`config.mk`:
```
export PLATFORM = sky130hd
export DESIGN_NAME = wdt_top
export DESIGN_NICKNAME = d
export VERILOG_FILES = /design/src/logic/wdt_pkg.sv /design/src/logic/wdt_prescale.sv /design/src/logic/wdt_rst_pulse.sv /design/src/logic/wdt_top.sv
export VERILOG_INCLUDE_DIRS = /design/src /design/src/logic
export SDC_FILE = /design/constraint.sdc
export NUM_CORES = 1
export LEC_CHECK = 0
export BUFFER_PORTS_ARGS = -buffer_cell sky130_fd_sc_hd__buf_2
export CORE_AREA = 2 2 75 77
export DETAILED_ROUTE_END_ITERATION = 12
export DIE_AREA = 0 0 77 79
export HOLD_SLACK_MARGIN = 0.08
export PLACE_DENSITY = 0.78
export SLEW_MARGIN = 0
export SYNTH_ARGS = -nofsm -noshare
export SYNTH_HDL_FRONTEND = slang
export SYNTH_HIERARCHICAL = 1
export SYNTH_SLANG_ARGS = --single-unit
```
`constraint.sdc`:
```
create_clock -name SYS_CLK -period 1.6 [get_ports SYS_CLK]
set_input_delay 0.32 -clock SYS_CLK [delete_from_list [all_inputs] [get_ports SYS_CLK]]
set_output_delay 0.32 -clock SYS_CLK [all_outputs]
set_load 0.01 [all_outputs]
```
`src/logic/wdt_cfg.svh`:
```
// Offsets, field positions, reset values and timing counts of the watchdog block
`ifndef WDT_CFG_SVH
`define WDT_CFG_SVH

`define WDT_ADDR_W          8
`define WDT_DATA_W          32
`define WDT_OFS_CNT         8'hD8
`define WDT_OFS_STAT        8'hDC
`define WDT_CNT_RST         8'hFE
`define WDT_BIT_ARM         0
`define WDT_BIT_GUARD       1
`define WDT_DLY_LSB_POS     7
`define WDT_STAT_ARMED      0
`define WDT_STAT_HW_OPT     1
`define WDT_STAT_EXT_OPT    2
`define WDT_STAT_WAIT       3
`define WDT_STAT_STOP       4
`define WDT_STAT_FIRED      5
`define WDT_CLK_MHZ         25
`define WDT_STEP_CYC        3072
`define WDT_PRE_W           12
`define WDT_PULSE_NS        500
`define WDT_PULSE_CYC       ((`WDT_PULSE_NS * `WDT_CLK_MHZ + 999) / 1000)
`define WDT_PULSE_W         4

`endif

```
`src/logic/wdt_pkg.sv`:
```
// Types shared by the watchdog block
package wdt_pkg;
	typedef enum logic [1:0] {PM_RUN, PM_WAIT, PM_STOP} wdt_pmode_t;

	typedef struct packed {
		logic        read;
		logic        write;
		logic [7:0]  address;
		logic [31:0] writedata;
		logic [3:0]  byteenable;
	} wdt_avs_req_t;

	typedef struct packed {
		logic wait_req;
		logic stop_req;
		logic wake_irq;
	} wdt_cpu_evt_t;

	typedef struct packed {
		logic [11:0] cnt;
		logic        tick;
	} wdt_pre_st_t;

	typedef struct packed {
		logic [3:0] cnt;
		logic       out_n;
	} wdt_pls_st_t;

	typedef struct packed {
		logic [6:0]  cnt;
		logic        sw_arm;
		logic        hw_opt;
		logic        ext_opt;
		logic        fired;
		wdt_pmode_t  mode;
		logic        wait_o;
		logic        stop_o;
		logic        waitreq;
		logic [31:0] rdata;
	} wdt_top_st_t;
endpackage

```
`src/logic/wdt_prescale.sv`:
```
// Step divider: one-cycle tick every 3072 clocks, restartable and freezable
`include "wdt_cfg.svh"
module wdt_prescale (
	input  wire logic clk,
	input  wire logic rst,
	input  wire logic restart,
	input  wire logic run,
	output logic      tick
);
	import wdt_pkg::*;

	localparam logic [11:0] LAST = 12'(`WDT_STEP_CYC - 1);

	wdt_pre_st_t st_r;
	wdt_pre_st_t st_nxt;

	always_comb begin
		st_nxt = st_r;
		st_nxt.tick = 1'b0;
		if (restart) begin
			st_nxt.cnt = 12'h000;
		end else if (run) begin
			if (st_r.cnt == LAST) begin
				st_nxt.cnt = 12'h000;
				st_nxt.tick = 1'b1;
			end else begin
				st_nxt.cnt = st_r.cnt + 12'h001;
			end
		end
	end

	always_ff @(posedge clk) begin
		if (rst) begin
			st_r <= '0;
		end else begin
			st_r <= st_nxt;
		end
	end

	assign tick = st_r.tick;
endmodule

```
`src/logic/wdt_rst_pulse.sv`:
```
// Low-going reset pulse of fixed length
`include "wdt_cfg.svh"
module wdt_rst_pulse (
	input  wire logic clk,
	input  wire logic rst,
	input  wire logic start,
	output logic      rst_n
);
	import wdt_pkg::*;

	localparam logic [3:0] LEN_M1 = 4'(`WDT_PULSE_CYC - 1);

	wdt_pls_st_t st_r;
	wdt_pls_st_t st_nxt;

	always_comb begin
		st_nxt = st_r;
		if (!st_r.out_n) begin
			if (st_r.cnt == 4'h0) begin
				st_nxt.out_n = 1'b1;
			end else begin
				st_nxt.cnt = st_r.cnt - 4'h1;
			end
		end else if (start) begin
			st_nxt.out_n = 1'b0;
			st_nxt.cnt = LEN_M1;
		end
	end

	always_ff @(posedge clk) begin
		if (rst) begin
			st_r <= '{cnt: 4'h0, out_n: 1'b1};
		end else begin
			st_r <= st_nxt;
		end
	end

	assign rst_n = st_r.out_n;
endmodule

```
`src/logic/wdt_top.sv`:
```
// Watchdog downcounter with software reset, Avalon-MM register slave
`include "wdt_cfg.svh"

// How it works
// - Hardware option: armed from reset, arm bit forced high, writes ignored.
// - Software option: idle after reset; arm bit set once, stays until reset.
// - Seven-bit counter (guard plus delay bits) decrements every 3072 clocks.
// - Timeout set in 64 steps, each one decrement interval.
// - Armed and guard bit zero starts a short low pulse on the reset output.
// - At 8 MHz, FEh gives 24.576 ms and 02h gives 0.384 ms.
// - Writing guard bit clear while armed resets the device at once.
// - Unarmed under software option, counter keeps running as reversed 7-bit timer.
// - WAIT leaves the watchdog counting, untouched.
// - Watchdog inactive: STOP enters STOP normally.
// - Active watchdog without external stop gate: STOP behaves as WAIT.
// - Active with gate: NMI low gives WAIT; NMI high freezes counter, enters STOP.
// - Leaving STOP by interrupt resumes counting from the held value.
// - Register bits 7..2 delay count, bit 7 its LSB; bit 1 guard; bit 0 arm.
// - Counter register resets to FEh.
module wdt_top (
	input  wire logic          SYS_CLK,
	input  wire logic          RST,
	input  wire wdt_pkg::wdt_avs_req_t AVS_REQ,
	output logic [31:0]        AVS_READDATA,
	output logic               AVS_WAITREQUEST,
	input  wire wdt_pkg::wdt_cpu_evt_t CPU_EVT,
	input  wire logic          NMI_PIN,
	input  wire logic          ACTIVATION_OPTION,
	input  wire logic          EXTERNAL_STOP_GATE_OPTION,
	output logic               WDG_RST_N,
	output logic               WAIT_MODE,
	output logic               STOP_MODE
);
	import wdt_pkg::*;

	// Register byte to physical counter: delay bits are stored reversed
	function automatic logic [6:0] reg_to_cnt(input logic [7:0] b);
		logic [6:0] c;
		c = 7'h00;
		for (int i = 0; i < 6; i++) begin
			c[i] = b[`WDT_DLY_LSB_POS - i];
		end
		c[6] = b[`WDT_BIT_GUARD];
		return c;
	endfunction

	// Physical counter back to register layout
	function automatic logic [7:0] cnt_to_reg(input logic [6:0] c, input logic arm);
		logic [7:0] b;
		b = 8'h00;
		for (int i = 0; i < 6; i++) begin
			b[`WDT_DLY_LSB_POS - i] = c[i];
		end
		b[`WDT_BIT_GUARD] = c[6];
		b[`WDT_BIT_ARM] = arm;
		return b;
	endfunction

	localparam logic [7:0] CNT_RST_VAL = `WDT_CNT_RST;

	wdt_top_st_t st_r;
	wdt_top_st_t st_nxt;

	logic       tick;
	logic       armed;
	logic       req;
	logic       done;
	logic       cnt_wr;
	logic       start_rst;
	logic       cnt_run;
	logic [7:0] wbyte;

	// Options are straps caught while reset is held
	assign armed = st_r.hw_opt | st_r.sw_arm;
	assign req = AVS_REQ.read | AVS_REQ.write;
	assign done = req & ~st_r.waitreq;
	assign wbyte = AVS_REQ.writedata[7:0];
	assign cnt_wr = done & AVS_REQ.write & (AVS_REQ.address == `WDT_OFS_CNT) & AVS_REQ.byteenable[0];
	// Counter frozen only in true STOP
	assign cnt_run = (st_r.mode != PM_STOP);
	// Fired flag keeps one event from pulsing again until device reset
	assign start_rst = armed & ~st_r.cnt[6] & ~st_r.fired;

	wdt_prescale u_pre (
		.clk     (SYS_CLK),
		.rst     (RST),
		.restart (cnt_wr),
		.run     (cnt_run),
		.tick    (tick)
	);

	wdt_rst_pulse u_pls (
		.clk   (SYS_CLK),
		.rst   (RST),
		.start (start_rst),
		.rst_n (WDG_RST_N)
	);

	always_comb begin
		st_nxt = st_r;

		// Counter: write beats a coinciding decrement
		if (cnt_wr) begin
			st_nxt.cnt = reg_to_cnt(wbyte);
		end else if (tick) begin
			st_nxt.cnt = st_r.cnt - 7'h01;
		end

		// Arm bit only sets; clearing writes have no effect
		if (cnt_wr && wbyte[`WDT_BIT_ARM]) begin
			st_nxt.sw_arm = 1'b1;
		end

		// Guard cleared by write with arm set trips next cycle
		if (start_rst) begin
			st_nxt.fired = 1'b1;
		end

		// Power mode sequencing
		case (st_r.mode)
			PM_RUN: begin
				if (CPU_EVT.stop_req) begin
					if (!armed) begin
						st_nxt.mode = PM_STOP;
					end else if (!st_r.ext_opt) begin
						st_nxt.mode = PM_WAIT;
					end else if (NMI_PIN) begin
						st_nxt.mode = PM_STOP;
					end else begin
						st_nxt.mode = PM_WAIT;
					end
				end else if (CPU_EVT.wait_req) begin
					st_nxt.mode = PM_WAIT;
				end
			end
			PM_WAIT: begin
				if (CPU_EVT.wake_irq) begin
					st_nxt.mode = PM_RUN;
				end
			end
			PM_STOP: begin
				if (CPU_EVT.wake_irq) begin
					st_nxt.mode = PM_RUN;
				end
			end
			default: begin
				st_nxt.mode = PM_RUN;
			end
		endcase
		st_nxt.wait_o = (st_nxt.mode == PM_WAIT);
		st_nxt.stop_o = (st_nxt.mode == PM_STOP);

		// Bus: one wait cycle, read data captured then held while answered
		if (done) begin
			st_nxt.waitreq = 1'b1;
		end else if (req) begin
			st_nxt.waitreq = 1'b0;
			st_nxt.rdata = 32'h0000_0000;
			if (AVS_REQ.read) begin
				case (AVS_REQ.address)
					`WDT_OFS_CNT: begin
						// Counter may be mid-decrement; software reads twice
						st_nxt.rdata[7:0] = cnt_to_reg(st_r.cnt, armed);
					end
					`WDT_OFS_STAT: begin
						st_nxt.rdata[`WDT_STAT_ARMED] = armed;
						st_nxt.rdata[`WDT_STAT_HW_OPT] = st_r.hw_opt;
						st_nxt.rdata[`WDT_STAT_EXT_OPT] = st_r.ext_opt;
						st_nxt.rdata[`WDT_STAT_WAIT] = st_r.wait_o;
						st_nxt.rdata[`WDT_STAT_STOP] = st_r.stop_o;
						st_nxt.rdata[`WDT_STAT_FIRED] = st_r.fired;
					end
					default: begin
						st_nxt.rdata = 32'h0000_0000;
					end
				endcase
			end
		end
	end

	always_ff @(posedge SYS_CLK) begin
		if (RST) begin
			st_r.cnt <= reg_to_cnt(CNT_RST_VAL);
			st_r.sw_arm <= 1'b0;
			st_r.hw_opt <= ACTIVATION_OPTION;
			st_r.ext_opt <= EXTERNAL_STOP_GATE_OPTION;
			st_r.fired <= 1'b0;
			st_r.mode <= PM_RUN;
			st_r.wait_o <= 1'b0;
			st_r.stop_o <= 1'b0;
			st_r.waitreq <= 1'b1;
			st_r.rdata <= 32'h0000_0000;
		end else begin
			st_r <= st_nxt;
		end
	end

	assign AVS_READDATA = st_r.rdata;
	assign AVS_WAITREQUEST = st_r.waitreq;
	assign WAIT_MODE = st_r.wait_o;
	assign STOP_MODE = st_r.stop_o;
endmodule

```
Word level (Yosys, flattened, before mapping)
Index checks and enable logic that the tools add are counted.
Widths: inputs -> output; s select.
{"block": "classes", "reduce_logical": 10, "mux": 18, "n_addsub": 3, "n_eq_ne": 10, "bitwise": 13}
{"op": "$eq 8x8->1 const B", "n": 2}
{"op": "$mux 2", "n": 7}
{"op": "$mux 7", "n": 2}
{"op": "$add 12x1->12 const B", "n": 1}
{"op": "$eq 12x12->1 const B", "n": 1}
{"op": "$mux 12", "n": 1}
{"op": "$pmux 6 s2", "n": 1}
{"op": "$mux 5", "n": 2}
{"op": "$mux 8", "n": 1}
{"op": "$sub 7x1->7 const B", "n": 1}
{"op": "$and 1x1->1", "n": 6}
{"op": "$reduce_or 2->1", "n": 3}
{"op": "$not 1->1", "n": 5}
{"op": "$eq 2x1->1 const B", "n": 2}
{"op": "$eq 2x2->1 const B", "n": 2}
{"op": "$logic_not 4->1", "n": 1}
{"op": "$mux 4", "n": 1}
{"op": "$ne 2x2->1 const B", "n": 2}
{"op": "$pmux 2 s2", "n": 1}
{"op": "$reduce_and 2->1", "n": 2}
{"op": "$sub 4x1->4 const B", "n": 1}
{"op": "$reduce_or 3->1", "n": 1}
{"op": "$logic_not 2->1", "n": 1}
{"op": "$mux 1", "n": 2}
{"op": "4 further kinds", "n": 5}
{"block": "totals", "out_inout_bits": 36, "word_cells": 68, "ff_bits": 66, "inputBits": 54}

Longest topological paths before layout
Gate-level depths: netlist (run 1).
{"block": "logic_depth", "depth_word": 6, "ltp_mapped": 7, "depth_no_buf": 6}

Cells and area by module
The synthesis (run 1) kept the hierarchy.
{"mod": "wdt_top", "seq_area_each_um2": 500.5, "cells_each": 150, "instances": 1, "area_per_inst_um2": 1411.4}
{"mod": "wdt_prescale", "seq_area_each_um2": 260.2, "cells_each": 63, "instances": 1, "area_per_inst_um2": 609.3}
{"mod": "wdt_rst_pulse", "seq_area_each_um2": 100.1, "cells_each": 27, "instances": 1, "area_per_inst_um2": 250.2}

Least setup slack after synthesis (run 1)
No wires, ideal clock.
{"block": "synth_timing", "path_type": "register -> register", "start": "register st_r[35] in the netlist's numbering", "end": "register u_pre/st_r[12] in the netlist's numbering", "arrival_time_ps": 1628, "n_path_buf": 0, "setup_ps": 67, "t_required_ps": 1533, "setup_slack_ps": -94, "synth_period_minus_slack_ps": 1694, "stages_incl_launch_ff": 7, "path_cell_list": "dfxtp_1 inv_1 ha_1 inv_1 nand4_2 or4_4 a21oi_2"}
{"block": "synth_via", "elab_chain_cells": 1}
{"element": "from (decl)", "line": "wdt_top.sv:61", "text": "wdt_top_st_t st_r;"}
{"element": "from (signal assigned)", "line": "wdt_top.sv:194", "text": "st_r <= st_nxt;"}
{"element": "$ne 2x2->1", "line": "wdt_top.sv:80", "text": "assign cnt_run = (st_r.mode != PM_STOP);"}
{"element": "net cnt_run", "line": "wdt_top.sv:70", "text": "logic cnt_run;"}
{"element": "to (signal assigned)", "line": "wdt_prescale.sv:36", "text": "st_r <= st_nxt;"}
{"element": "to (decl)", "line": "wdt_prescale.sv:14", "text": "wdt_pre_st_t st_r;"}
The timed path passes the listed nets, and every way through them passes these cells.
A chain may end at the register's enable or synchronous reset.

Final worst setup path (run 1)
{"block": "layout_timing", "start": "register u_pre/st_r[2] in the netlist's numbering", "end": "register u_pre/st_r[11] in the netlist's numbering"}
{"block": "layout_via", "elab_chain_cells": 2, "elab_cells_between_ends": 3, "cone_classes": "add/sub: 1; eq/ne: 1; mux: 1"}
{"element": "$add 12x1->12 or $eq 12x12->1 (tied branches)", "line": "wdt_prescale.sv:27, wdt_prescale.sv:23"}
{"element": "$mux 12 *", "line": "wdt_prescale.sv:23", "text": "if (st_r.cnt == LAST) begin"}
Mark *: on every way between the ends. The rest lies on a longest branch, timed or not.

==> flow_summary.toml, run 1 <==
[worst_setup_path]
ff2ff_setup_slack_ps = 80
crit_chain = "ha_2, nand4_4, or4b_1, a21oi_1"
worstPathArrival_ps = 1760
crit_slowest_cell = "or4b_1"
r2r-end = "u_pre/st_r[11]"
cpPeakStageDelay_ps = 530
cp-end-kind = "register"
critPathRequiredTime_ps = 1830
cp_max_fo = 7
worstSetupPathType = "reg2reg"
worstReg2RegStart = "u_pre/st_r[2]"
r2r_cells = 4
critPathLaunchType = "register"

[grt]
top_usage_layer = "met2"
grt_pass1_wl_mm = 7.70
antenna_found_initial = 0
use_met1_pct = 18.5
grt_max_degree = 19
overflow = 0
grt_usage_pct = 15.9
use_met3_pct = 4.77
met2_usage_pct = 28.7
grt_pass1_vias = 1699

[floorplan]
row_count = 27
initial_core_util_pct = 42.5
io_pins = 90
core-area_um2 = 5340
dieArea_um2 = 6080
die_y_um = 79
die_width_um = 77

[synth]
mappedNetlistArea_um2 = 2270
synth_area_leaders = "dfxtp_1, buf_4, nor2_1, ha_1, a21oi_1"
synth_top_area_cell = "dfxtp_1"
synth_cell_types = 52
async_reset_ff_share_pct = 0
synth_edf_count = 2
syn-instance-count = 240
synth_ff_type = "dfxtp_1"
yosysWarnings = 6
ys_seq_elements = 42
ys_seq_area_share_pct = 37.9
syn_area_per_cell_um2 = 9.46
yosysTopAreaCellShare_pct = 35.3

[timing]
finClkSkew_ps = 2.66
report.final.slew_viol_count = 0
finalSetupViolations = 0
worst_hold_slack_ps = 193
post-route-period-util_pct = 95.2
fmax_mhz = 656
finalHoldViolCount = 0
rsz0062_at_grt = "false"
setup_ws_ps = 76.6
layout_min_cycle_time_ps = 1520

[clock_tree]
cts_sinks = 42
insertion_delay_ps = 300
cts_tree = "yes"
cts.clk_slew.worst_paths_ps = 80
cts_buffer_depth = 2
ctsHoldBuffers = 0
cts_root_buf = "clkbuf_8"
htreeDepth = 2
cts_buffers = 5

[power]
power.density_nw_per_um2 = 804
total_power_uw = 2140
leakage_uw = 0.00111
ir_drop_mv = 0.511

[placement]
placed_area_um2 = 2500
gp_congestion = 0.802
pre_cts_ws_ps = -100
numPortBuffers = 38
dp_hpwl_mm = 3.43

[routing]
ant_nets = 0
first_pass_iters = 4
drt-vias-per-instance = 4.91
via_count = 1787
wl_per_cell_um = 12.5
drc_errors = 0
routed_wl_mm = 4.54
drt-initial-drc-count = 67

[status]
status = "finished clean"

[finish]
drive_gt1_share_pct = 30.5
seq_area_um2 = 863
num_antenna_cells = 0
final_util_pct = 50.0
final_area_um2 = 2670
area_growth_pct = 17.4
multi_input_area_um2 = 1220
fill_cells = 542
layout_common_cells = "dfxtp_1, buf_2, nor2_1"
nets = 351

[flow_run]
cap_viol_max_count = 0

[hold_path]
whs_path_depth = 1
worstHoldEndpoint = "st_nxt[38]"
hold_class = "in2reg"
worstHoldStart = "EXTERNAL_STOP_GATE_OPTION"
per-layer routing:
| metal | share of wire [%] | routed length, µm |
|---|---|---|
| met1 | 43 | 1950 |
| met2 | 49 | 2250 |
| met3 | 6.8 | 308 |
| met4 | 0.88 | 40 |
| met5 | 0 | 0 |
registers in the layout (all words and copies together), names as in the netlist, 2 cells and up:
signal and cells:
st_r 11, st_nxt 2, u_pre/st_r 12, AVS_READDATA 8
u_pls/st_r 4
final cells by class:
class                           count  area share [%]
Clock buffer                        6            3.52
Clock inverter                      2           0.375
Inverter                           10            1.50
Multi-Input combinational cell    175            45.6
Sequential cell                    42            32.4
Tap cell                           72            3.38
Timing Repair Buffer               57            13.2
worst max path at each step:
stage	from	to	slack (ps)
after detailed placement	AVS_REQ[37]	u_pre/st_r[1]	-100
after global routing	u_pre/st_r[2]	u_pre/st_r[11]	8
after floorplan	st_r[35]	u_pre/st_r[12]	20
after CTS	st_r[36]	STOP_MODE	30
final	u_pre/st_r[2]	u_pre/st_r[11]	80
after global placement	AVS_REQ[37]	u_pre/st_r[3]	-50
repair_timing:
action,CTS,global route
buffers inserted,2,3
gates resized for setup,0,8
pin swaps,1,4
endpoints found under the setup margin,1,14
cell families (layout without fill, tap and decap cells):
group                    Yosys count  in the layout  share of synthesized area, %
AO/OA/AOI/OAI                     45             45                          14.1
multiplexers                      11             11                          5.12
flip-flops                        42             42                          37.9
buffers and inverters             46             75                          13.2
AND/OR/NAND/NOR                   79             79                          22.4
adder cells (fa/ha/maj)            6              6                          3.31
XOR/XNOR                          10             10                          3.86
other                              1             24                         0.165
synthesized netlist by cell type (6+ instances only):
master and n:
inv_1 10, o21ai_0 8, nand2b_1 6, buf_4 32, xor2_1 7, mux2i_1 6, nand2_1 9, a21oi_1 13
dfxtp_1 40, a22oi_1 7, nor2_1 26, ha_1 6
power breakdown:
| group | leakage (µW) | internal [µW] | switching (µW) |
|---|---|---|---|
| Clock | 0.0000561 | 396 | 373 |
| Sequential | 0.000344 | 1080 | 30.3 |
| Combinational | 0.000714 | 118 | 143 |
per-stage QoR:
stage	setup TNS, ps	instances
after floorplan	0	263
after global placement	-314	351
after detailed placement	-628	351
after CTS	0	361
after global routing	0	364
final	0	364
worst max-delay path: cells and delay by family (launching register included):
family | cells | cell delay [ps]
compound gates | 1 | 130
fa+ha+maj | 1 | 240
flops | 1 | 400
simple gates | 2 | 690
Note: power is estimated with default switching activity, not from simulation.
==> run 2: changes to the inputs <==
PLACE_DENSITY = 0.77   (was 0.78)
SLEW_MARGIN = not set   (was 0)
SYNTH_HIERARCHICAL = not set   (was 1)
==> flow_summary.toml, run 2 <==
[status]
status = "finished clean"

[synth]
synth_cell_types = 51
ys_seq_area_share_pct = 39.3
async_reset_ff_share_pct = 0
synth_edf_count = 2
synth_ff_type = "dfxtp_1"
synth_area_leaders = "dfxtp_1, buf_4, nor2_1, xor2_1, nand2_1"
synth_common_cells = "dfxtp_1, buf_4, nor2_1, nand2_1, xor2_1"
synth.most_common_cell = "dfxtp_1"
syn_area_per_cell_um2 = 8.94
ys_seq_elements = 42
mappedNetlistArea_um2 = 2190
syn-instance-count = 245
yosysWarnings = 0
synth_top_area_cell = "dfxtp_1"
yosysTopAreaCellShare_pct = 36.6

[hold_path]
hold_class = "in2reg"
worstHoldEndpoint = "st_nxt[38]"
whs_path_depth = 1
worstHoldStart = "EXTERNAL_STOP_GATE_OPTION"

[floorplan]
initial_core_util_pct = 41.0
die_y_um = 79
io_pins = 90
dieArea_um2 = 6080
core-area_um2 = 5340
row_count = 27
die_width_um = 77

[grt]
use_met1_pct = 16.4
grt_max_degree = 14
grt_usage_pct = 14.1
top_usage_layer = "met2"
antenna_found_initial = 0
grt_pass1_wl_mm = 6.93
grt_pass1_vias = 1583
use_met3_pct = 4.32
met2_usage_pct = 25.2
overflow = 0

[routing]
routed_wl_mm = 4.05
drc_errors = 0
ant_nets = 0
wl_per_cell_um = 11.5
drt-initial-drc-count = 80
via_count = 1668
first_pass_iters = 4
drt-vias-per-instance = 4.71

[power]
leakage_uw = 0.00104
ir_drop_mv = 0.361
pwr-share-clk_pct = 33.0
switching_share_pct = 24.4
power.density_nw_per_um2 = 805
switching_power_uw = 478
p_int_uw = 1480
pwr-share-seq_pct = 56.4
combPwrFrac_pct = 10.6

[worst_setup_path]
ff2ff_setup_slack_ps = 110
worstReg2RegStart = "st_nxt[39]"
critPathRequiredTime_ps = 1790
worstSetupPathType = "reg2reg"
r2r_cells = 4
critPathLaunchType = "register"
cp_max_fo = 5
cp-end-kind = "register"
worstPathArrival_ps = 1680
r2r-end = "u_pls.st_r[1]"

[finish]
fill_cells = 514
seq_area_um2 = 862
drive_gt1_share_pct = 22.7
final_util_pct = 45.6
multi_input_area_um2 = 1110
largest_reg_flops = 12
nets = 341
area_growth_pct = 11.1
largest-register = "u_pre.st_r"
final_common_cell = "dfxtp_1"
layout_common_cells = "dfxtp_1, buf_2, nor2_1"
num_antenna_cells = 0

[timing]
fmax_mhz = 673
report.final.slew_viol_count = 0
finClkSkew_ps = 2.93
post-route-period-util_pct = 92.9
rsz0062_at_grt = "false"
layout_min_cycle_time_ps = 1490
worst_hold_slack_ps = 204
finalHoldViolCount = 0
finalSetupViolations = 0
fin_setup_tns_ps = 0

[clock_tree]
cts.clk_slew.worst_paths_ps = 70
htreeDepth = 2
cts_sinks = 42
post-cts-setup-buffers = 0
insertion_delay_ps = 290
cts_buffer_depth = 2
cts_tree = "yes"
cts_root_buf = "clkbuf_8"
cts_buffers = 5

[placement]
gp_congestion = 0.823
numPortBuffers = 38
dp_hpwl_mm = 3.08

[flow_run]
cap_viol_max_count = 0
-- run 2: cell types whose count changed after synthesis, moves of 3 or more --
cell / previous run / this run
nand2_1: 9 / 23
nand2b_1: 6 / 0
a21oi_1: 13 / 8
nor2_1: 26 / 30
o21ai_0: 8 / 4
o31ai_1: 4 / 0
or3_1: 5 / 1
and3_1: 1 / 4
and4b_1: 0 / 3
xnor2_1: 3 / 6
xor2_1: 7 / 10
-- run 2: layer usage --
layer | vias to the layer above | wire, µm
met4 | 0 | 27
met3 | 4 | 207
met2 | 41 | 2080
met5 | - | 0
met1 | 770 | 1740
li1 | 853 | -
-- run 2: cell type report --
type,instances,area share [%]
Timing Repair Buffer,45,10.5
Inverter,9,1.39
Multi-Input combinational cell,178,45.7
Sequential cell,42,35.4
Tap cell,72,3.70
Clock buffer,8,3.29
-- run 2: cell families after synthesis --
| kind of cell | after synthesis | synth area share [%] |
|---|---|---|
| XOR/XNOR | 16 | 6.40 |
| AND/OR/NAND/NOR | 93 | 22.7 |
| adder cells (fa/ha/maj) | 6 | 3.43 |
| flip-flops | 42 | 39.3 |
| AO/OA/AOI/OAI | 29 | 9.02 |
| multiplexers | 10 | 4.85 |
| other | 1 | 0.171 |
| buffers and inverters | 48 | 14.2 |
-- run 2: worst max-delay path, stage by stage (launching register included) --
cell	delay, ps
edfxtp_1	370
nor2_1	100
or4b_4	530
and3_1	210
o21a_1	170
-- run 2: repair_timing --
item | CTS | global route
hold endpoints to repair | 0 | 0
gates resized for setup | 0 | 3
hold buffers | 0 | 0
setup endpoints to repair | 0 | 6
-- run 2: worst max path at each step --
stage                            from              to  depth (start not counted)
after floorplan              st_r[35]  u_pre.st_r[10]                          7
after global placement    AVS_REQ[42]      u_pre.tick                          6
after detailed placement  AVS_REQ[42]   u_pre.st_r[1]                          6
after CTS                    st_r[35]       STOP_MODE                          5
after global routing         st_r[35]  u_pre.st_r[12]                          6
final                      st_nxt[39]   u_pls.st_r[1]                          4
-- run 2: power by group through the flow --
stage                     clock [µW]  combinational (µW)  sequential [µW]
after floorplan                    0                 172             1130
after global placement             0                 199             1130
after detailed placement           0                 204             1130
after CTS                        674                 205             1100
after global routing             713                 234             1110
final                            646                 209             1110
-- run 2: stage by stage --
| stage | setup WS, ps | std cells | power, µW | instance area, µm² |
|---|---|---|---|---|
| finish | 114 | 354 | 1960 | 2430 |
| detailed placement | 46.5 | 346 | 1330 | 2350 |
| floorplan | 107 | 268 | 1300 | 2280 |
| global route | 29.5 | 354 | 2060 | 2430 |
| global placement | 61.8 | 346 | 1330 | 2350 |
| CTS | 48.5 | 354 | 1980 | 2430 |
